### src/chop_detect_pkg.sv
package chop_detect_pkg;

    // ------------------------------------------------------------
    // clocking and divider
    // ------------------------------------------------------------
    localparam int unsigned CLK_HZ = 200_000_000;
    // modulator tick every MOD_TICK_DIV system clocks (8 MHz)
    localparam int unsigned MOD_TICK_DIV = 25;
    localparam logic [4:0] MOD_DIV_LAST = 5'(MOD_TICK_DIV - 1);
    // longest global-chop settle delay in modulator periods
    localparam int unsigned CHOP_DELAY_MAX = 65536;

    // ------------------------------------------------------------
    // register indices (byte address is index times four)
    // ------------------------------------------------------------
    localparam logic [7:0] IDX_SPARE = 8'h05;
    localparam logic [7:0] IDX_CFG = 8'h06;
    localparam logic [7:0] IDX_THRESH = 8'h07;
    localparam logic [7:0] IDX_IRQ_STATUS = 8'h10;
    localparam logic [7:0] IDX_IRQ_MASK = 8'h11;

    // ------------------------------------------------------------
    // reset values
    // ------------------------------------------------------------
    localparam logic [15:0] SPARE_RST = 16'h0000;
    localparam logic [15:0] CFG_RST = 16'h0600;
    localparam logic [15:0] THRESH_RST = 16'h0000;
    localparam logic [2:0] IRQ_RST = 3'h0;

    // ------------------------------------------------------------
    // interrupt bit positions
    // ------------------------------------------------------------
    localparam int unsigned IRQ_DETECT = 0;
    localparam int unsigned IRQ_SETTLED = 1;
    localparam int unsigned IRQ_WINDOW = 2;

    // ------------------------------------------------------------
    // channels and window lengths in conversion periods
    // ------------------------------------------------------------
    localparam int unsigned NUM_CH = 3;
    localparam int unsigned SAMPLE_W = 24;
    localparam logic [11:0] WIN_LEN [8] = '{12'h080, 12'h100, 12'h200, 12'h300,
                                            12'h500, 12'h700, 12'hA00, 12'hE00};

    // ------------------------------------------------------------
    // types
    // ------------------------------------------------------------
    typedef struct packed {
        logic [2:0] spare_top;
        logic [3:0] chop_settle_delay;
        logic chop_enable;
        logic detect_channel_rule;
        logic [2:0] detect_hit_count;
        logic [2:0] detect_window_length;
        logic detect_mode_enable;
    } cfg_t;

    typedef struct packed {
        logic valid;
        logic [NUM_CH-1:0][SAMPLE_W-1:0] data;
    } conv_t;

    typedef enum logic [1:0] {
        DET_IDLE = 2'b00,
        DET_RUN = 2'b01,
        DET_HOLD = 2'b10
    } det_state_t;

endpackage : chop_detect_pkg

### src/chop_detect_config.sv
`timescale 1ns/10ps
// How it works
// - config word 6h, read/write, resets 0600h
// - chop enabled: settle 2^(n+1) modulator periods
// - detect runs when enabled; any/all channels
// - detection after 2^n threshold exceedances
// - window length in conversions from table
// - threshold word 7h holds compare high bits
module chop_detect_config #(
    parameter int unsigned CHOP_DELAY_CAP = chop_detect_pkg::CHOP_DELAY_MAX
) (
    // clock and reset
    input wire logic clk_i,
    input wire logic rst_i,
    // wishbone slave
    input wire logic wb_cyc_i,
    input wire logic wb_stb_i,
    input wire logic wb_we_i,
    input wire logic [31:0] wb_adr_i,
    input wire logic [31:0] wb_dat_i,
    input wire logic [3:0] wb_sel_i,
    output logic [31:0] wb_dat_o,
    output logic wb_ack_o,
    // conversion results
    input wire chop_detect_pkg::conv_t conv_i,
    // measurement status
    output logic chop_phase_o,
    output logic measure_valid_o,
    output logic detect_o,
    output logic irq_o
);

    // ------------------------------------------------------------
    // declarations
    // ------------------------------------------------------------
    logic [15:0] spare, next_spare;
    chop_detect_pkg::cfg_t cfg, next_cfg;
    logic [15:0] thresh, next_thresh;
    logic [2:0] irq_status, next_irq_status;
    logic [2:0] irq_mask, next_irq_mask;
    logic [2:0] irq_clr, events;
    logic [31:0] next_rd;
    logic next_ack, next_irq, req, wr;
    logic [7:0] idx;
    logic [4:0] div_cnt, next_div_cnt;
    logic tick, next_tick;
    logic next_phase, next_meas, chop_start;
    logic settle_busy, settle_done;
    chop_detect_pkg::det_state_t state, next_state;
    logic [7:0] hits, next_hits, target;
    logic [11:0] win, next_win;
    logic next_detect, detect_evt, window_evt, win_end, take, hit;
    logic [chop_detect_pkg::NUM_CH-1:0] exceed;

    // byte-lane merge of a 16-bit register
    function automatic logic [15:0] merge16(input logic [15:0] old,
                                            input logic [31:0] d,
                                            input logic [3:0] sel);
        logic [15:0] r;
        r = old;
        if (sel[0]) r[7:0] = d[7:0];
        if (sel[1]) r[15:8] = d[15:8];
        return r;
    endfunction : merge16

    // magnitude of a two's complement sample
    function automatic logic [23:0] mag24(input logic [23:0] s);
        return s[23] ? 24'(~s + 24'h000001) : s;
    endfunction : mag24

    // ------------------------------------------------------------
    // modulator tick divider
    // ------------------------------------------------------------
    always_comb begin
        next_tick = (div_cnt == chop_detect_pkg::MOD_DIV_LAST);
        next_div_cnt = next_tick ? 5'h00 : 5'(div_cnt + 5'h01);
    end

    always_ff @(posedge clk_i) begin
        if (rst_i) begin
            div_cnt <= 5'h00;
            tick <= 1'b0;
        end else begin
            div_cnt <= next_div_cnt;
            tick <= next_tick;
        end
    end

    // ------------------------------------------------------------
    // global chop sequencing
    // ------------------------------------------------------------
    // with chop enabled, each measured conversion flips the chop phase and halts measuring
    always_comb begin
        chop_start = cfg.chop_enable && conv_i.valid && measure_valid_o;
        next_phase = chop_phase_o ^ chop_start;
        next_meas = !(chop_start || (settle_busy && !settle_done));
    end

    always_ff @(posedge clk_i) begin
        if (rst_i) begin
            chop_phase_o <= 1'b0;
            measure_valid_o <= 1'b1;
        end else begin
            chop_phase_o <= next_phase;
            measure_valid_o <= next_meas;
        end
    end

    chop_settle_timer #(
        .DELAY_CAP(CHOP_DELAY_CAP)
    ) u_settle (
        .clk_i(clk_i),
        .rst_i(rst_i),
        .tick_i(tick),
        .start_i(chop_start),
        .code_i(cfg.chop_settle_delay),
        .busy_o(settle_busy),
        .done_o(settle_done)
    );

    // ------------------------------------------------------------
    // threshold compare per channel
    // ------------------------------------------------------------
    // compares high 16 magnitude bits; the low 8 magnitude bits are not compared
    generate
        for (genvar c = 0; c < chop_detect_pkg::NUM_CH; c++) begin : g_cmp
            logic [23:0] mag;
            assign mag = mag24(conv_i.data[c]);
            assign exceed[c] = mag[23:8] > thresh;
        end
    endgenerate

    // ------------------------------------------------------------
    // current-detect engine
    // ------------------------------------------------------------
    always_comb begin
        take = conv_i.valid && measure_valid_o && cfg.detect_mode_enable;
        hit = cfg.detect_channel_rule ? (&exceed) : (|exceed);
        target = 8'h01 << cfg.detect_hit_count;
        win_end = (win == 12'(chop_detect_pkg::WIN_LEN[cfg.detect_window_length]
                              - 12'h001));
        next_state = state;
        next_hits = hits;
        next_win = win;
        next_detect = detect_o;
        detect_evt = 1'b0;
        window_evt = 1'b0;
        case (state)
            chop_detect_pkg::DET_IDLE: begin
                next_hits = 8'h00;
                next_win = 12'h000;
                next_detect = 1'b0;
                next_state = chop_detect_pkg::DET_RUN;
            end
            chop_detect_pkg::DET_RUN, chop_detect_pkg::DET_HOLD: begin
                if (take) begin
                    next_win = win_end ? 12'h000 : 12'(win + 12'h001);
                    if (win_end) begin
                        window_evt = 1'b1;
                        next_hits = 8'h00;
                        next_detect = 1'b0;
                        next_state = chop_detect_pkg::DET_RUN;
                    end else if (state == chop_detect_pkg::DET_RUN && hit) begin
                        next_hits = 8'(hits + 8'h01);
                    end
                    if (state == chop_detect_pkg::DET_RUN && hit
                        && 8'(hits + 8'h01) == target) begin
                        detect_evt = 1'b1;
                        next_detect = 1'b1;
                        if (!win_end) next_state = chop_detect_pkg::DET_HOLD;
                    end
                end
            end
            default: next_state = chop_detect_pkg::DET_IDLE;
        endcase
        // mode off parks the engine and drops any detection
        if (!cfg.detect_mode_enable) begin
            next_state = chop_detect_pkg::DET_IDLE;
            next_detect = 1'b0;
        end
    end

    always_ff @(posedge clk_i) begin
        if (rst_i) begin
            state <= chop_detect_pkg::DET_IDLE;
            hits <= 8'h00;
            win <= 12'h000;
            detect_o <= 1'b0;
        end else begin
            state <= next_state;
            hits <= next_hits;
            win <= next_win;
            detect_o <= next_detect;
        end
    end

    // ------------------------------------------------------------
    // wishbone register file and interrupts
    // ------------------------------------------------------------
    // unmapped addresses still ack, read zero and drop writes
    always_comb begin
        req = wb_cyc_i && wb_stb_i && !wb_ack_o;
        wr = req && wb_we_i;
        idx = (wb_adr_i[31:10] == 22'h000000) ? wb_adr_i[9:2] : 8'hFF;
        next_ack = req;
        next_rd = wb_dat_o;
        next_spare = spare;
        next_cfg = cfg;
        next_thresh = thresh;
        next_irq_mask = irq_mask;
        irq_clr = 3'h0;
        if (req && !wb_we_i) begin
            case (idx)
                chop_detect_pkg::IDX_SPARE: next_rd = {16'h0000, spare};
                chop_detect_pkg::IDX_CFG: next_rd = {16'h0000, cfg};
                chop_detect_pkg::IDX_THRESH: next_rd = {16'h0000, thresh};
                chop_detect_pkg::IDX_IRQ_STATUS: next_rd = {29'h00000000, irq_status};
                chop_detect_pkg::IDX_IRQ_MASK: next_rd = {29'h00000000, irq_mask};
                default: next_rd = 32'h00000000;
            endcase
        end
        if (wr) begin
            case (idx)
                chop_detect_pkg::IDX_SPARE: next_spare = merge16(spare, wb_dat_i, wb_sel_i);
                chop_detect_pkg::IDX_CFG: next_cfg = merge16(cfg, wb_dat_i, wb_sel_i);
                chop_detect_pkg::IDX_THRESH: next_thresh = merge16(thresh, wb_dat_i, wb_sel_i);
                chop_detect_pkg::IDX_IRQ_STATUS: irq_clr = wb_sel_i[0] ? wb_dat_i[2:0] : 3'h0;
                chop_detect_pkg::IDX_IRQ_MASK: begin
                    if (wb_sel_i[0]) next_irq_mask = wb_dat_i[2:0];
                end
                default: next_rd = wb_dat_o;
            endcase
        end
        events = 3'h0;
        events[chop_detect_pkg::IRQ_DETECT] = detect_evt;
        events[chop_detect_pkg::IRQ_SETTLED] = settle_done;
        events[chop_detect_pkg::IRQ_WINDOW] = window_evt;
        // a new event outranks a clear in the same cycle
        next_irq_status = (irq_status & ~irq_clr) | events;
        next_irq = |(next_irq_status & next_irq_mask);
    end

    always_ff @(posedge clk_i) begin
        if (rst_i) begin
            spare <= chop_detect_pkg::SPARE_RST;
            cfg <= chop_detect_pkg::CFG_RST;
            thresh <= chop_detect_pkg::THRESH_RST;
            irq_status <= chop_detect_pkg::IRQ_RST;
            irq_mask <= chop_detect_pkg::IRQ_RST;
            wb_dat_o <= 32'h00000000;
            wb_ack_o <= 1'b0;
            irq_o <= 1'b0;
        end else begin
            spare <= next_spare;
            cfg <= next_cfg;
            thresh <= next_thresh;
            irq_status <= next_irq_status;
            irq_mask <= next_irq_mask;
            wb_dat_o <= next_rd;
            wb_ack_o <= next_ack;
            irq_o <= next_irq;
        end
    end

    // ------------------------------------------------------------
    // assertions
    // ------------------------------------------------------------
    a_ack_single_pulse: assert property (@(posedge clk_i) disable iff (rst_i)
        wb_ack_o |=> !wb_ack_o) else $error("ack held two cycles");
    a_ack_after_strobe: assert property (@(posedge clk_i) disable iff (rst_i)
        (wb_cyc_i && wb_stb_i && !wb_ack_o) |=> wb_ack_o) else $error("strobe not acked");
    a_cfg_reset_val: assert property (@(posedge clk_i) disable iff (rst_i)
        $past(rst_i) |-> cfg == chop_detect_pkg::CFG_RST)
        else $error("config word reset value wrong");
    a_irq_tracks_status: assert property (@(posedge clk_i) disable iff (rst_i)
        irq_o == |(irq_status & irq_mask)) else $error("irq level mismatch");
    a_chop_halts_meas: assert property (@(posedge clk_i) disable iff (rst_i)
        chop_start |=> !measure_valid_o ##0 settle_busy)
        else $error("measurement not halted after chop");
    a_detect_mode_off: assert property (@(posedge clk_i) disable iff (rst_i)
        !cfg.detect_mode_enable |=> state == chop_detect_pkg::DET_IDLE && !detect_o)
        else $error("detect engine active while disabled");
    a_all_channel_rule: assert property (@(posedge clk_i) disable iff (rst_i)
        (take && state == chop_detect_pkg::DET_RUN && cfg.detect_channel_rule
         && !(&exceed) && !win_end) |=> hits == $past(hits))
        else $error("hit counted without all channels");
    a_hit_target: assert property (@(posedge clk_i) disable iff (rst_i)
        $rose(detect_o) |-> 8'($past(hits) + 8'h01) == $past(target))
        else $error("detection before hit target");
    a_window_length: assert property (@(posedge clk_i) disable iff (rst_i)
        window_evt |-> 12'(win + 12'h001)
            == chop_detect_pkg::WIN_LEN[cfg.detect_window_length])
        else $error("window ended at wrong count");

endmodule : chop_detect_config

### src/chop_settle_timer.sv
`timescale 1ns/10ps
module chop_settle_timer #(
    parameter int unsigned DELAY_CAP = chop_detect_pkg::CHOP_DELAY_MAX
) (
    // clock and reset
    input wire logic clk_i,
    input wire logic rst_i,
    // control
    input wire logic tick_i,
    input wire logic start_i,
    input wire logic [3:0] code_i,
    // status
    output logic busy_o,
    output logic done_o
);

    logic [16:0] count;
    logic [16:0] next_count;
    logic [16:0] target;
    logic next_busy;
    logic next_done;

    // ------------------------------------------------------------
    // settle countdown
    // ------------------------------------------------------------
    // code n gives 2^(n+1) periods; the cap only shortens simulation
    always_comb begin
        // five-bit shift amount so code 15 reaches 2^16 instead of wrapping
        target = 17'h00001 << (5'(code_i) + 5'h01);
        if (target > 17'(DELAY_CAP)) begin
            target = 17'(DELAY_CAP);
        end
        next_count = count;
        next_busy = busy_o;
        next_done = 1'b0;
        if (start_i) begin
            next_count = target;
            next_busy = 1'b1;
        end else if (busy_o && tick_i) begin
            next_count = count - 17'h00001;
            if (count == 17'h00001) begin
                next_busy = 1'b0;
                next_done = 1'b1;
            end
        end
    end

    // registers
    always_ff @(posedge clk_i) begin
        if (rst_i) begin
            count <= 17'h00000;
            busy_o <= 1'b0;
            done_o <= 1'b0;
        end else begin
            count <= next_count;
            busy_o <= next_busy;
            done_o <= next_done;
        end
    end

    a_settle_done_tick: assert property (@(posedge clk_i) disable iff (rst_i)
        done_o |-> $past(tick_i) && $past(count) == 17'h00001 && !busy_o)
        else $error("settle done without final tick");

endmodule : chop_settle_timer

### config.mk
export PLATFORM = sky130hd
export DESIGN_NAME = chop_detect_config
export DESIGN_NICKNAME = d
export VERILOG_FILES = /design/src/chop_detect_pkg.sv /design/src/chop_detect_config.sv /design/src/chop_settle_timer.sv
export SDC_FILE = /design/constraint.sdc
export NUM_CORES = 1
export LEC_CHECK = 0
export ABC_AREA = 0
export BUFFER_PORTS_ARGS = -buffer_cell sky130_fd_sc_hd__buf_2
export CELL_PAD_IN_SITES_DETAIL_PLACEMENT = 1
export CELL_PAD_IN_SITES_GLOBAL_PLACEMENT = 2
export CORE_MARGIN = 2
export CORE_UTILIZATION = 29
export CTS_CLUSTER_SIZE = 20
export DETAILED_ROUTE_END_ITERATION = 16
export HOLD_SLACK_MARGIN = 0.06
export PLACE_DENSITY = 0.8
export RECOVER_POWER = 100
export REMOVE_ABC_BUFFERS = 1
export SLEW_MARGIN = 40
export SYNTH_ARGS = -nofsm -noshare
export SYNTH_HDL_FRONTEND = slang
export SYNTH_SLANG_ARGS = --single-unit
### constraint.sdc
create_clock -name clk_i -period 4.7 [get_ports clk_i]
set_input_delay 0.235 -clock clk_i [delete_from_list [all_inputs] [get_ports clk_i]]
set_output_delay 0.235 -clock clk_i [all_outputs]
set_load 0.02 [all_outputs]
## After elaboration in Yosys (flattened, before gate mapping)

Memories as Yosys holds them, arrays and structs flattened.
Cells that the tools add are included.

| cells by class | value |
|---|---|
| add/sub/neg operators | 9 |
| equality and inequality tests | 15 |
| divide/modulo/power cells | 0 |
| bitwise gates (word level) | 11 |
| shifts and indexed selects | 2 |
| magnitude comparators | 5 |
| multiply operators | 0 |
| reduce and logical (&&, ||, !) cells | 40 |
| multiplexer cells | 46 |

Operators with widths:

| operator | number |
|---|---|
| 32-bit two-way mux | 3 |
| 16-bit case mux with 5 select lines | 1 |
| 24-bit by 1-bit adder with 24-bit output (second input constant) | 3 |
| 24-bit two-way mux | 3 |
| 24-bit inverter | 3 |
| 17-bit two-way mux | 3 |
| 16-bit greater-than comparator | 3 |
| 12-bit two-way mux | 4 |
| 8-bit two-way mux | 4 |
| 3-bit AND reduction | 9 |
| 8-bit by 3-bit equality test with 1-bit output (second input constant) | 3 |
| 12-bit case mux with 2 select lines | 1 |
| 22-bit zero test | 1 |
| 3-bit two-way mux | 6 |
| 17-bit by 1-bit equality test with 1-bit output (second input constant) | 1 |
| 17-bit greater-than comparator (second input constant) | 1 |
| 1-bit by 5-bit << shifter with 17-bit output (first input constant) | 1 |
| 17-bit by 1-bit subtractor with 17-bit output (second input constant) | 1 |
| 8-bit by 5-bit equality test with 1-bit output (second input constant) | 2 |
| 8-bit case mux with 2 select lines | 1 |
| 1-bit two-way mux | 14 |
| 12-bit by 1-bit adder with 12-bit output (second input constant) | 1 |
| 12-bit equality test | 1 |
| 1-bit logical AND | 12 |
| 29 further kinds | 46 |

| word-level totals | value |
|---|---|
| latch bits | 0 |
| ROM bits | 96 |
| input port bits | 146 |
| output and inout bits | 37 |
| word-level logic and storage cells | 156 |
| memories | 1 |
| flip-flop bits (word level) | 138 |
| memory bits (writable) | 0 |

Memories:

| name | depth | bits a word | rd ports | clocked after Yosys merged registers in | write ports | line | text |
|---|---|---|---|---|---|---|---|
| (name not given) | 8 | 12 | 1 | 0 | 0 | chop_detect_config.sv:140 | `win_end = (win == 12'(chop_detect_pkg::WIN_LEN[cfg.detect_window_length]` |

## Longest topological paths before layout

Gate-level depths: netlist of the first run.

| logic depth | value |
|---|---|
| word-level depth | 14 |
| depth in mapped cells | 18 |
| mapped depth without buffers | 17 |

## Cells and area by module

From an unflattened synthesis of the first run, not the netlist that was laid out.

| second synthesis, totals | value |
|---|---|
| cells, all modules | 1028 |
| area total of the unflattened synthesis | 8420.6 um2 |

By module, submodules not included:

| module | cells an instance | sequential area each (um2) | area each (um2) | instances |
|---|---|---|---|---|
| chop_detect_config | 879 | 2062.0 | 7184.4 | 1 |
| chop_settle_timer | 149 | 380.4 | 1236.2 | 1 |

## Least setup slack after synthesis of the first run

OpenSTA, ideal clock, no wires.

| timing | value |
|---|---|
| path kind | input to register |
| from | in conv_i[7] (netlist bit) |
| to | reg hits[3] |
| data required time | 4580 ps |
| setup time | 120 ps |
| buffers on the path | 1 |
| stages | 18 |
| slack | 196 ps |
| arrival | 4385 ps |
| path through | nor4_2 > nand2_1 > or4b_4 > or3_4 > or3_4 > or3_4 > o21ai_2 > xnor2_1 > ha_1 > nand4_1 > nor4_1 > a21boi_0 > o31ai_1 > o21ai_0 > and3_1 > clkbuf_1 > nor3_1 > a211o_1 |

| on the way | value |
|---|---|
| word-level cells in the longest chain between the ends | 9 |
| elaborated cells on any way between the ends | 10 |
| those cells by class | 1 x add/sub; 1 x order compare; 1 x eq/ne; 2 x mux; 1 x bitwise; 4 x reduce/logical |

Ends and longest elaborated chain:

| what | line | text |
|---|---|---|
| from (decl) | chop_detect_config.sv:25 | `input wire chop_detect_pkg::conv_t conv_i,` |
| 24-bit inverter (*) | chop_detect_config.sv:68 | `return s[23] ? 24'(~s + 24'h000001) : s;` |
| 24-bit by 1-bit adder with 24-bit output (*) | chop_detect_config.sv:68 |  |
| 24-bit two-way mux (*) | chop_detect_config.sv:68 |  |
| 16-bit greater-than comparator (*) | chop_detect_config.sv:129 | `assign exceed[c] = mag[23:8] > thresh;` |
| 3-bit OR reduction or 3-bit AND reduction (tied branches) | chop_detect_config.sv:138 | `hit = cfg.detect_channel_rule ? (&exceed) : (\|exceed);` |
| 1-bit two-way mux (*) | chop_detect_config.sv:138 |  |
| 1-bit logical AND (*) | chop_detect_config.sv:163 | `end else if (state == chop_detect_pkg::DET_RUN && hit) begin` |
| 3-bit inequality test (no line) (*) | -- |  |
| 3-bit AND reduction (no line) (*) | -- |  |
| to (signal assigned) | chop_detect_config.sv:191 | `hits <= next_hits;` |
| to (decl) | chop_detect_config.sv:50 | `logic [7:0] hits, next_hits, target;` |

Mark *: on every way between the ends. The rest lies on a longest branch, timed or not.
A chain may end at the register's enable or synchronous reset.

## Final worst setup path of the first run

| timing | value |
|---|---|
| from | in conv_i[7] (netlist bit) |
| to | reg detect_o |

| on the way | value |
|---|---|
| word-level cells in the longest chain between the ends | 11 |
| elaborated cells on any way between the ends | 14 |
| those cells by class | 1 x add/sub; 1 x order compare; 1 x eq/ne; 5 x mux; 1 x bitwise; 5 x reduce/logical |

Ends and longest elaborated chain:

| what | line | text |
|---|---|---|
| 24-bit inverter (*) | chop_detect_config.sv:68 |  |
| 24-bit by 1-bit adder with 24-bit output (*) | chop_detect_config.sv:68 |  |
| 24-bit two-way mux (*) | chop_detect_config.sv:68 |  |
| 16-bit greater-than comparator (*) | chop_detect_config.sv:129 |  |
| 3-bit OR reduction or 3-bit AND reduction (tied branches) | chop_detect_config.sv:138 |  |
| 1-bit two-way mux (*) | chop_detect_config.sv:138 |  |
| 1-bit logical AND (*) | chop_detect_config.sv:166 | `if (state == chop_detect_pkg::DET_RUN && hit` |
| 1-bit logical AND (*) | chop_detect_config.sv:167 | `&& 8'(hits + 8'h01) == target) begin` |
| 1-bit two-way mux | chop_detect_config.sv:166 |  |
| 1-bit two-way mux | chop_detect_config.sv:156 | `if (take) begin` |
| 1-bit case mux with 2 select lines | chop_detect_config.sv:148 | `case (state)` |
| to (signal assigned) | chop_detect_config.sv:193 | `detect_o <= next_detect;` |
| to (decl) | chop_detect_config.sv:29 | `output logic detect_o,` |

Mark *: on every way between the ends. The rest lies on a longest branch, timed or not. The select of a mux whose other input is x is not followed.

==> results of run 1 <==
[path summary, 6_finish.rpt]
check / cells past startpoint / to / slack, ps
worst max-delay path: 18 / detect_o / 230
worst min-delay path: 3 / spare[14] / 70
worst max register to register: 12 / hits[7] / 1490
worst min register to register: 1 / div_cnt[0] / 480
[worst max-delay path, stage by stage]
cell,delay (ps)
sky130_fd_sc_hd__buf_2,100
sky130_fd_sc_hd__nor4_2,260
sky130_fd_sc_hd__nand2_1,110
sky130_fd_sc_hd__or4b_4,500
sky130_fd_sc_hd__or3_4,360
sky130_fd_sc_hd__or3_4,380
sky130_fd_sc_hd__or3_4,350
sky130_fd_sc_hd__o21ai_2,130
sky130_fd_sc_hd__xnor2_1,130
sky130_fd_sc_hd__ha_1,270
sky130_fd_sc_hd__a21oi_1,160
sky130_fd_sc_hd__nand2_1,60
sky130_fd_sc_hd__a221o_1,340
sky130_fd_sc_hd__o31ai_1,380
sky130_fd_sc_hd__o21ai_1,210
sky130_fd_sc_hd__and4_1,280
sky130_fd_sc_hd__or4_1,480
sky130_fd_sc_hd__o211ai_1,100
[Yosys cell counts, types with 9 or more instances]
cell type                  number
sky130_fd_sc_hd__nand2_1       76
sky130_fd_sc_hd__ha_1          58
sky130_fd_sc_hd__nand3_1       32
sky130_fd_sc_hd__a22o_1        14
sky130_fd_sc_hd__a22oi_1       15
sky130_fd_sc_hd__clkbuf_1      39
sky130_fd_sc_hd__xor2_1        20
sky130_fd_sc_hd__o21ai_0       47
sky130_fd_sc_hd__nand2b_1       9
sky130_fd_sc_hd__inv_1         31
sky130_fd_sc_hd__a21oi_1       58
sky130_fd_sc_hd__mux2_2        18
sky130_fd_sc_hd__nor3_1        24
sky130_fd_sc_hd__a31oi_1        9
sky130_fd_sc_hd__or3_4          9
sky130_fd_sc_hd__nor4_1        16
sky130_fd_sc_hd__nor2_1       109
sky130_fd_sc_hd__and3_1        10
sky130_fd_sc_hd__a21o_1         9
sky130_fd_sc_hd__nor3b_1        9
sky130_fd_sc_hd__dfxtp_1      122
sky130_fd_sc_hd__mux2i_1       42
sky130_fd_sc_hd__a211oi_1      10
sky130_fd_sc_hd__nor2b_1       16
sky130_fd_sc_hd__nand4_1       20
sky130_fd_sc_hd__xnor2_1       55
sky130_fd_sc_hd__buf_4         16
[metal layers]
metal  up-vias  track usage (%)  wire length [microns]
met5         -                0                      0
met4         0             4.03                    254
met3        23             3.27                    666
met2        87             30.7                  13100
met1      3799             22.5                  12200
li1       3907                -                      -
[registers in the layout (all words and copies together) (netlist names), 2 cells and up]
name / cells
cfg: 16
div_cnt: 5
hits: 8
irq_mask: 3
irq_status: 3
spare: 16
state: 2
thresh: 16
u_settle.count: 17
wb_dat_o: 16
win: 12
[metrics by stage]
step	utilization, %	setup slack, ps	setup TNS, ps	cells	total power [mW]
floorplan	-	212	0	958	1.22
global placement	33.8	-217	-1920	1503	1.36
detailed placement	33.8	-305	-3130	1503	1.37
CTS	36.1	127	0	1537	2.77
global route	36.0	-53.3	-309	1538	2.87
finish	36.0	229	0	1539	2.75
[cell families (layout without fill, tap and decap cells)]
logic type               count (synthesis)  count (layout)  share of synthesized area (%)
other                                    1              18                         0.0451
XOR/XNOR                                75              75                           7.90
AND/OR/NAND/NOR                        387             387                           25.3
AO/OA/AOI/OAI                          209             209                           16.4
adder cells (fa/ha/maj)                 58              58                           8.73
buffers and inverters                   88             232                           4.70
multiplexers                            60              60                           7.50
flip-flops                             122             122                           29.4
[final cells by class]
cell class / count / area, sq um / area share (%)
sequential: 122 / 2440 / 24.2
clock buffer: 18 / 439 / 4.36
antenna: 2 / 5.00 / 0.0497
multi-input combinational: 805 / 5540 / 55.0
clock inverter: 14 / 184 / 1.83
timing repair buffer: 169 / 876 / 8.69
tap: 378 / 473 / 4.70
inverter: 31 / 116 / 1.16
[power by group through the flow]
stage	Sequential (mW)	Combinational [mW]	Clock, mW
6_report	1.04	0.312	1.40
5_1_grt	1.04	0.351	1.48
4_1_cts	1.04	0.313	1.42
3_5_place_dp	1.06	0.309	0
3_3_place_gp	1.06	0.299	0
2_1_floorplan	1.06	0.156	0
[repair_timing]
item                                    CTS  global route
buffers inserted                          0             0
hold endpoints to repair                  2             0
resized for setup                         0             3
hold buffers                              2             0
endpoints found under the setup margin    0            13
==> run summary, run 1 <==
From synthesis to final layout, the design area changed by 21.2%. The clock latency at the later pin of the worst-skew pair is around 440 ps. The residual overflow from global routing is 0. The iteration-0 DRC count of the detailed router came out at 376. CTS saw about 120 sinks. The number of antenna violations at the first check in global routing is 1. The arrival time of data at the critical path endpoint came out at between 4000 and 5000 ps.

Across the run, the number of max-cap violations was 2. The routability-driven placement congestion ratio is approximately 0.85. After clock tree synthesis, the clock-pin slew on the worst setup and hold paths is 70 ps. The worst hold path begins at wb_dat_i[14]. The startpoint identified for the worst register-to-register timing path is cfg[3].

The worst clock skew is 13.2 ps. The biggest area contributor in the post-synthesis netlist is sky130_fd_sc_hd__dfxtp_1. The startpoint of the most critical setup path is conv_i[7]. The total of buffers placed on input and output ports came out at ~150.

The share of Yosys cell area claimed by the top area cell type came out at 29.4%. The final cell area excluding filler cells is 10100 sq um. The startpoint class of the critical path is a primary input. The die area is 30000 sq um. The layout cell share with drive strength beyond 1 came out at 20.0%.

The internal portion of total power came out at 2.03 mW. Fill cells in the final layout number 3425. The depth of the CTS H-tree is 4. The total via count after detailed routing came out at slightly below 8000.

The critical path is of the in -> reg type. The post-detailed-route wirelength per cell is 17.0 microns. The ratio of final minimum period to clock period is a little over nine tenths. The number of enable flip-flop cells after synthesis came out at 0. The total half-perimeter wirelength after legalization and detailed placement came out at 20400 microns. The share of synthesized registers carrying an async set or reset is 0%.

The power per unit of standard cell area came out at 273 nW/um^2. The floorplan has 61 rows. The most common cell after layout, fill and taps aside is sky130_fd_sc_hd__buf_2. The type of destination of the critical path is a flop. The switching share of total power came out at 26.2%. For this configuration, the core starts out at a cell density of ~30%.

The I/O pin count is 183. The share of the Yosys chip area taken by registers is 29.4%. Once detail routing completed, the nets flagged for antenna violations numbered 0. Entering global routing, the biggest net connects between 60 and 70 pins. The number of pins exceeding their max-slew limit in the final report came out at 59.

The actual transition at the worst max-transition pin came out at 2150 ps. The static leakage came out at 4.06 nW. The worst hold margin is 66.9 ps. Ranked by total cell area, the synthesized netlist is headed by sky130_fd_sc_hd__dfxtp_1 29%, sky130_fd_sc_hd__ha_1 8.7%, sky130_fd_sc_hd__xnor2_1 5.8%, sky130_fd_sc_hd__mux2i_1 5.1%, sky130_fd_sc_hd__nor2_1 4.9%. Setup repair after global routing could not meet its margin everywhere. The tightest min-delay check is of the in -> reg type.

The required time at the worst-slack endpoint is 5050 ps. The total detailed-routing wirelength came out at roughly 26000 microns. In the layout the commonest cells are 125 x sky130_fd_sc_hd__buf_2, 122 x sky130_fd_sc_hd__dfxtp_1, 109 x sky130_fd_sc_hd__nor2_1. The number of nets in the layout came out at roughly 1400.

The global-route wire length before repair is 42800 microns. The share of total power in the clock network came out at 50.8%. The largest buffer count on any clock path came out at 2. The total iterations of the first detailed-routing run came out at 7.

The checks that failed: max-capacitance violations, max-slew violations. The via count of the first global-routing pass is between 8000 and 9000. The upper clock frequency limit is 224 MHz. For this run, the number of Yosys warnings is 0. The maximum fanout encountered on the critical timing path came out at 6. The overall track demand over capacity in global routing came out at between 10% and 20%.

The power share of the combinational group is 11.3%. The tree is rooted in a sky130_fd_sc_hd__clkbuf_16. The routed via count divided by cell count is 5.08. The maximum VDD drop is between 0.0002 and 0.00025 V. Summing every instance area after synthesis gives 8310 sq um. The vertical die dimension came out at ~170 microns. In this run the standard cell core region covers between 20000 and 30000 sq um. The clock tree from TritonCTS is built. After synthesis, the netlist uses 67 different library cells. The count of endpoints failing hold in the final timing report is 0. The post-layout minimum cycle time is 4470 ps. The worst pin sits at a relative slew slack of -43.2%. The x dimension of the die is about 170 microns.

In the synthesized netlist the dominant register cell turns out to be sky130_fd_sc_hd__dfxtp_1. The power dissipated by switching net loads is 0.721 mW. The post-synthesis area per instance came out at 8.31 sq um. Of the total power, registers draw 37.9%. The gate count after technology mapping is 1000. Setup violations remaining at the end of the flow were counted as 0. The total placed instance area is about 9500 sq um. The flow ran to the end, but the final reports show violations. The number of buffers inserted during clock tree synthesis is 17. The post-synthesis sequential element count came out at 122. The residual DRC count came out at 0.
(Power assumes the default switching activity.)
==> run 2, diff against run 1 <==
--- a/config.mk
+++ b/config.mk
@@ -6,7 +6,7 @@
 export NUM_CORES = 1
 export LEC_CHECK = 0
 export ABC_AREA = 0
-export BUFFER_PORTS_ARGS = -buffer_cell sky130_fd_sc_hd__buf_2
+export BUFFER_PORTS_ARGS = -buffer_cell sky130_fd_sc_hd__clkbuf_2
 export CELL_PAD_IN_SITES_DETAIL_PLACEMENT = 1
 export CELL_PAD_IN_SITES_GLOBAL_PLACEMENT = 2
 export CORE_MARGIN = 2
==> run summary, run 2 (synthesized netlist as in run 1, its figures left out) <==
The reported max-cap violation count is 2. The worst clock skew is 12.9 ps. Measured in cells, the most critical reg-to-reg path has a length of 12. The number of antenna violations at the first check in global routing is 2.

Input and output buffers added on the ports amount to 146. The routability-driven placement congestion ratio is 0.854. Setup total negative slack on the finished layout was measured at 0 ps.

TritonCTS built the clock tree. In this run the number of H-tree levels came out at 4. Leaving out fill and tap cells, the most frequent cell in the layout is sky130_fd_sc_hd__clkbuf_2. The post-placement cell count came out at 1501. The initial core utilization came out at 29.7%. The smallest clock period supported by the final layout is computed as 4490 ps. The maximum VDD drop came out at 0.000163 V. Of all nets on the critical path, the largest fanout is 5.

The row count came out at a little over 60. The ratio of final minimum period to clock period came out at a little over nine tenths. The post-synthesis to final-layout area growth is 21.1%. Data arrives at the worst endpoint at 4850 ps. The area of the placeable core is 28000 sq um.

The layout cell share with drive strength beyond 1 is 19.8%. The required time at the worst-slack endpoint is 5050 ps. The final instance count without filler cells came out at 1537. The count of endpoints failing hold in the final timing report is 0. The die area is 30000 sq um.

The residual DRC count came out at 0. The number of pins exceeding their max-slew limit in the final report is 59. In this run the power density over the cells is 277 nW/um^2. The path class of the tightest hold or removal check is in -> reg. The run finished, with violations left. CTS saw 122 sinks.

The detail route stage leaves a number of antenna-violating nets equal to 0. The buffer cell driving the clock tree root is sky130_fd_sc_hd__clkbuf_16. In the layout the commonest cells are 126 x sky130_fd_sc_hd__clkbuf_2, 122 x sky130_fd_sc_hd__dfxtp_1, 109 x sky130_fd_sc_hd__nor2_1. The via count of the first global-routing pass is just over 8000.

The relative max-transition margin came out at -44.2%. The post-detailed-route wirelength per cell came out at 17.2 microns. The checks that failed: max-capacitance violations, max-slew violations. The worst setup path is launched from a primary input. The clock input transition at the sequential cells of the worst setup and hold paths came out at 70 ps. The routed via count divided by cell count is 5.12. The worst setup path is captured at a flop. The cell count of the worst hold path is 2.

Based on the critical path, the design can be clocked at up to 223 MHz. The worst setup path is of the in -> reg kind. The number of nets in the layout came out at 1348.

The global-route wire length before repair is 42700 microns. The first routing iteration left approximately 360 violations. The die is 173 microns wide. The number of flip-flops in the largest register is 17. The pre-CTS worst setup slack is -277 ps. The total power came out at 2.79 mW. For the pin with the worst max-slew slack, the measured transition is 2160 ps. Measured along the y axis, the die boundary spans ~170 microns.

In this run, CTS created clock tree buffers numbering 17. The largest net degree at the start of global routing is 61. The total half-perimeter wirelength after legalization and detailed placement is around 20000 microns. The number of setup violations in the final report came out at 0. Across all setup checks in the final design, the least slack found is 206 ps. The total iterations of the first detailed-routing run is 4. Global routing consumed, over all layers together, between 10% and 20% of the routing resources. The register with the highest flop count is u_settle.count. The clock latency at the later pin of the worst-skew pair is 420 ps. Setup repair after global routing left no endpoint under its margin.

After clock tree synthesis, the setup repair step added 0 buffers. The residual overflow from global routing is 0. The static leakage is 4.09 nW.

The total detailed-routing wirelength came out at 26500 microns. The I/O pin count came out at 183. The worst hold margin is 85.3 ps.

The total via count after detailed routing came out at approximately 7900. No sink is reached through more buffers than the 2 on the longest clock path.
run 2: changes by cell type in the layout (fill, tap and decap cells not counted), sizes merged:
cell | previous run | this run
buf | 144 | 16
inv | 36 | 35
clkbuf | 41 | 166
clkinvlp | 2 | 1
clkinv | 4 | 6
bufinv | 3 | 4
run 2: timing repair:
action / CTS / global route
gates resized for setup: 0 / 4
endpoints found under the hold margin: 2 / 0
setup endpoints to repair: 0 / 12
hold buffers: 2 / 0
run 2: report_power, final:
part	switching (mW)	internal (mW)	leakage [nW]	total, mW
sequential	0.00292	1.04	0.983	1.04
clock	0.538	0.900	0.312	1.44
combinational	0.180	0.130	2.80	0.311
run 2: layout make-up:
class / instances / area [sq um]
Inverter: 31 / 116
Fill cell: 3413 / 17900
Clock buffer: 17 / 425
Timing Repair Buffer: 167 / 857
Tap cell: 378 / 473
Multi-Input combinational cell: 805 / 5530
Antenna cell: 2 / 5.00
Clock inverter: 15 / 216
Sequential cell: 122 / 2440
run 2: final timing paths:
path | startpoint | slack [ps] | to
setup / recovery | conv_i[7] | 210 | detect_o
hold / removal | wb_dat_i[10] | 90 | cfg[10]
setup reg to reg | cfg[3] | 1400 | hits[3]
hold reg to reg | div_cnt[0] | 470 | div_cnt[0]
run 2: worst max-delay path: stages:
cell	delay, ps
sky130_fd_sc_hd__clkbuf_2	90
sky130_fd_sc_hd__nor4_2	260
sky130_fd_sc_hd__nand2_1	110
sky130_fd_sc_hd__or4b_4	500
sky130_fd_sc_hd__or3_4	370
sky130_fd_sc_hd__or3_4	380
sky130_fd_sc_hd__or3_4	360
sky130_fd_sc_hd__o21ai_2	140
sky130_fd_sc_hd__xnor2_1	130
sky130_fd_sc_hd__ha_1	280
sky130_fd_sc_hd__a21oi_1	160
sky130_fd_sc_hd__nand2_1	70
sky130_fd_sc_hd__a221o_1	340
sky130_fd_sc_hd__o31ai_1	340
sky130_fd_sc_hd__a21oi_1	210
sky130_fd_sc_hd__and3_1	260
sky130_fd_sc_hd__or4_1	510
sky130_fd_sc_hd__o211ai_1	100
run 2: per-stage QoR:
step,cell area (sq um),util [%]
6_report,10100,35.9
5_1_grt,10100,35.9
3_5_place_dp,9450,33.8
4_1_cts,10100,36.1
2_1_floorplan,8090,-
3_3_place_gp,9440,33.7
run 2: routing by layer:
| layer | GRT usage (%) | vias up | wire length (microns) |
|---|---|---|---|
| li1 | - | 3888 | - |
| met5 | 0 | - | 0 |
| met2 | 31.2 | 92 | 13400 |
| met4 | 4.41 | 0 | 297 |
| met3 | 2.85 | 19 | 693 |
| met1 | 22.0 | 3865 | 12100 |
==> run 3, diff against run 2 <==
--- a/config.mk
+++ b/config.mk
@@ -9,6 +9,7 @@
 export BUFFER_PORTS_ARGS = -buffer_cell sky130_fd_sc_hd__clkbuf_2
 export CELL_PAD_IN_SITES_DETAIL_PLACEMENT = 1
 export CELL_PAD_IN_SITES_GLOBAL_PLACEMENT = 2
+export CORE_ASPECT_RATIO = 0.75
 export CORE_MARGIN = 2
 export CORE_UTILIZATION = 29
 export CTS_CLUSTER_SIZE = 20
==> run summary, run 3 (synthesized netlist as in run 1, its figures left out) <==
The core region is between 20000 and 30000 sq um. Together, buffers and inverters on the worst path number 2. The count of clock tree sinks came out at 122. CTS placed an instance of sky130_fd_sc_hd__clkbuf_16 at the clock tree root. Counting stages on the worst path, the most repeated cell is sky130_fd_sc_hd__or3_4.

Before antenna repair, the detailed router went through 4 iterations. The number of pins exceeding their max-slew limit in the final report came out at 57. The total half-perimeter wirelength after legalization and detailed placement came out at approximately 21000 microns.

Of the available clock period, the critical path in the final layout requires 96.4%. The initial core utilization came out at 29.6%. The number of flip-flops in the largest register came out at 17. The layout cell share with drive strength beyond 1 came out at 21.4%. In the layout the commonest cells are 125 x sky130_fd_sc_hd__clkbuf_2, 122 x sky130_fd_sc_hd__dfxtp_1, 109 x sky130_fd_sc_hd__nor2_1. The antenna diode count came out at 0.

The post-detailed-route wirelength per cell is 17.3 microns. The tightest min-delay check is of the in -> reg type. The remaining number of nets flagged by the antenna check after routing is 0. The clock tree from TritonCTS is built. The clock input transition at the sequential cells of the worst setup and hold paths came out at 60 ps. Walking the worst path, the cells encountered are clkbuf_2, nor4_2, nand2_1, or4b_4, or3_4, or3_4, or3_4, o21ai_2, xnor2_1, ha_1, nand4_1, or4_4, buf_4, nor3_1, nor2_1, and4_1, or4_1, o211ai_1. Leaving out fill and tap cells, the most frequent cell in the layout is sky130_fd_sc_hd__clkbuf_2. The class of the most critical setup path is in -> reg. Once placement completed, the tool counted placed cells totaling 1522. Based on the critical path, the design can be clocked at up to 221 MHz.

The flow ran to the end, but the final reports show violations. The total of buffers placed on input and output ports came out at 146. The congestion estimate from routability-driven global placement came to between 0.8 and 0.9. For the worst setup path, the data arrival time is 4860 ps. The power per unit of standard cell area came out at 264 nW/um^2. The checks that failed: max-capacitance violations, max-slew violations. The clock latency at the later pin of the worst-skew pair came out at 420 ps. The number of nets in the layout came out at roughly 1400. In this run, the number of DRC markers left after iteration 0 of detailed routing was around 390. Data on the critical path is required at its endpoint by 5030 ps. The total placed instance area came out at 9570 sq um. The row count came out at 53. The I/O pin count is 183. The post-synthesis to final-layout area growth came out at 22.1%.

The number of antenna violations at the first check in global routing is 0. The depth of the CTS H-tree is 4. The cell family with the largest share of critical-path delay is simple AND/OR/NAND/NOR gates.

Total power for the finished layout comes to 2.68 mW. u_settle.count holds more flip-flops than any other register. The count of endpoints failing hold in the final timing report is 0. The delay of the slowest cell on the worst path is 510 ps. After routing the design area is 10100 sq um. The total detailed-routing wirelength came out at 26900 microns. The maximum fanout encountered on the critical timing path came out at 3. The total via count after detailed routing came out at 7993. The die covers 30000 sq um.

The count of cell instances traversed by the critical path came out at 18. The via count of the first global-routing pass came out at 7935. The overall track demand over capacity in global routing came out at a little under a fifth.

The worst clock skew came out at 8.08 ps. The number of cells on the worst reg-to-reg path came out at 11. The actual transition at the worst max-transition pin is approximately 2100 ps. The die is 151 microns tall. The critical-path cell with the highest stage delay is sky130_fd_sc_hd__or4b_4. The post-layout minimum cycle time is 4530 ps.

The largest net degree at the start of global routing is between 60 and 70. The finished layout holds 1554 standard cells, fillers aside. The residual overflow from global routing is 0. The residual DRC count is 0. Setup violations remaining at the end of the flow were counted as 0. The longest clock path from root to sink contains 2 buffers. The type of destination of the critical path is a flop. Timing analysis after detailed placement gives a worst setup slack of -365 ps. The worst setup path is launched from a primary input. The routed via count divided by cell count came out at around 5. The static leakage came out at 4.12 nW. The cell count of the worst hold path is 3. The count of hold-fix buffers inserted at cts is 0. The global-route wire length before repair is between 40000 and 50000 microns. The worst pin sits at a relative slew slack of -39.5%. Clock tree synthesis inserted a total of 17 buffers.

Across the run, the number of max-cap violations was 2. The maximum VDD drop came out at 0.000264 V. The x dimension of the die came out at 199 microns. The slack of the critical path came out at between 150 and 200 ps.
[run 3: changes by cell type in the layout (fill, tap and decap cells not counted), moves of 2 or more]
cell | before | now
sky130_fd_sc_hd__clkinvlp_4 | 1 | 4
sky130_fd_sc_hd__a21oi_1 | 58 | 56
sky130_fd_sc_hd__dlygate4sd3_1 | 2 | 0
sky130_fd_sc_hd__clkinv_4 | 5 | 3
sky130_fd_sc_hd__clkinv_2 | 1 | 3
sky130_fd_sc_hd__diode_2 | 2 | 0
sky130_fd_sc_hd__o31ai_1 | 3 | 1
sky130_fd_sc_hd__a21oi_2 | 0 | 2
sky130_fd_sc_hd__inv_8 | 2 | 0
sky130_fd_sc_hd__bufinv_16 | 4 | 2
sky130_fd_sc_hd__buf_4 | 16 | 32
[run 3: where the power goes]
group	internal, mW	switching [mW]
Clock	0.782	0.528
Combinational	0.139	0.189
Sequential	1.04	0.00287
Total	1.96	0.719
[run 3: layer usage]
layer | vias up | global-route usage [%] | part of all wire [%]
li1 | 3928 | - | -
met1 | 3935 | 26.4 | 50
met2 | 109 | 28.6 | 46
met3 | 21 | 2.76 | 3.3
met4 | 0 | 3.74 | 0.90
met5 | - | 0 | 0
[run 3: final cells by class]
cell class / instances / area (sq um)
Fill cell: 3420 / 18000
Sequential cell: 122 / 2440
Multi-Input combinational cell: 805 / 5580
Clock buffer: 18 / 429
Timing Repair Buffer: 179 / 948
Clock inverter: 14 / 149
Inverter: 31 / 116
Tap cell: 385 / 482
[run 3: final timing paths]
check	from	to	slack, ps
hold / removal	wb_dat_i[4]	thresh[4]	80
setup / recovery	conv_i[31]	detect_o	170
setup reg to reg	cfg[3]	hits[7]	1460
hold reg to reg	div_cnt[0]	div_cnt[0]	460
[run 3: through the flow]
stage	util [%]	hold WS (ps)	setup TNS, ps
3_5_place_dp	34.0	453	-3320
2_1_floorplan	-	304	0
5_1_grt	36.1	77.6	-4.18
3_3_place_gp	34.0	447	-1570
4_1_cts	36.1	67.2	0
6_report	36.1	81.9	0
[run 3: what timing repair did]
action,CTS,global route
setup endpoints to repair,0,13
setup buffers,0,0
hold endpoints to repair,0,0
gates resized for setup,0,12
[run 3: worst reg2reg max path: cells and delay by family, from the launching register on]
| kind | cells | cell delay, ps |
|---|---|---|
| fa+ha+maj | 1 | 190 |
| compound gates | 6 | 1520 |
| flops | 1 | 540 |
| simple gates | 3 | 710 |
| buf+inv | 1 | 170 |
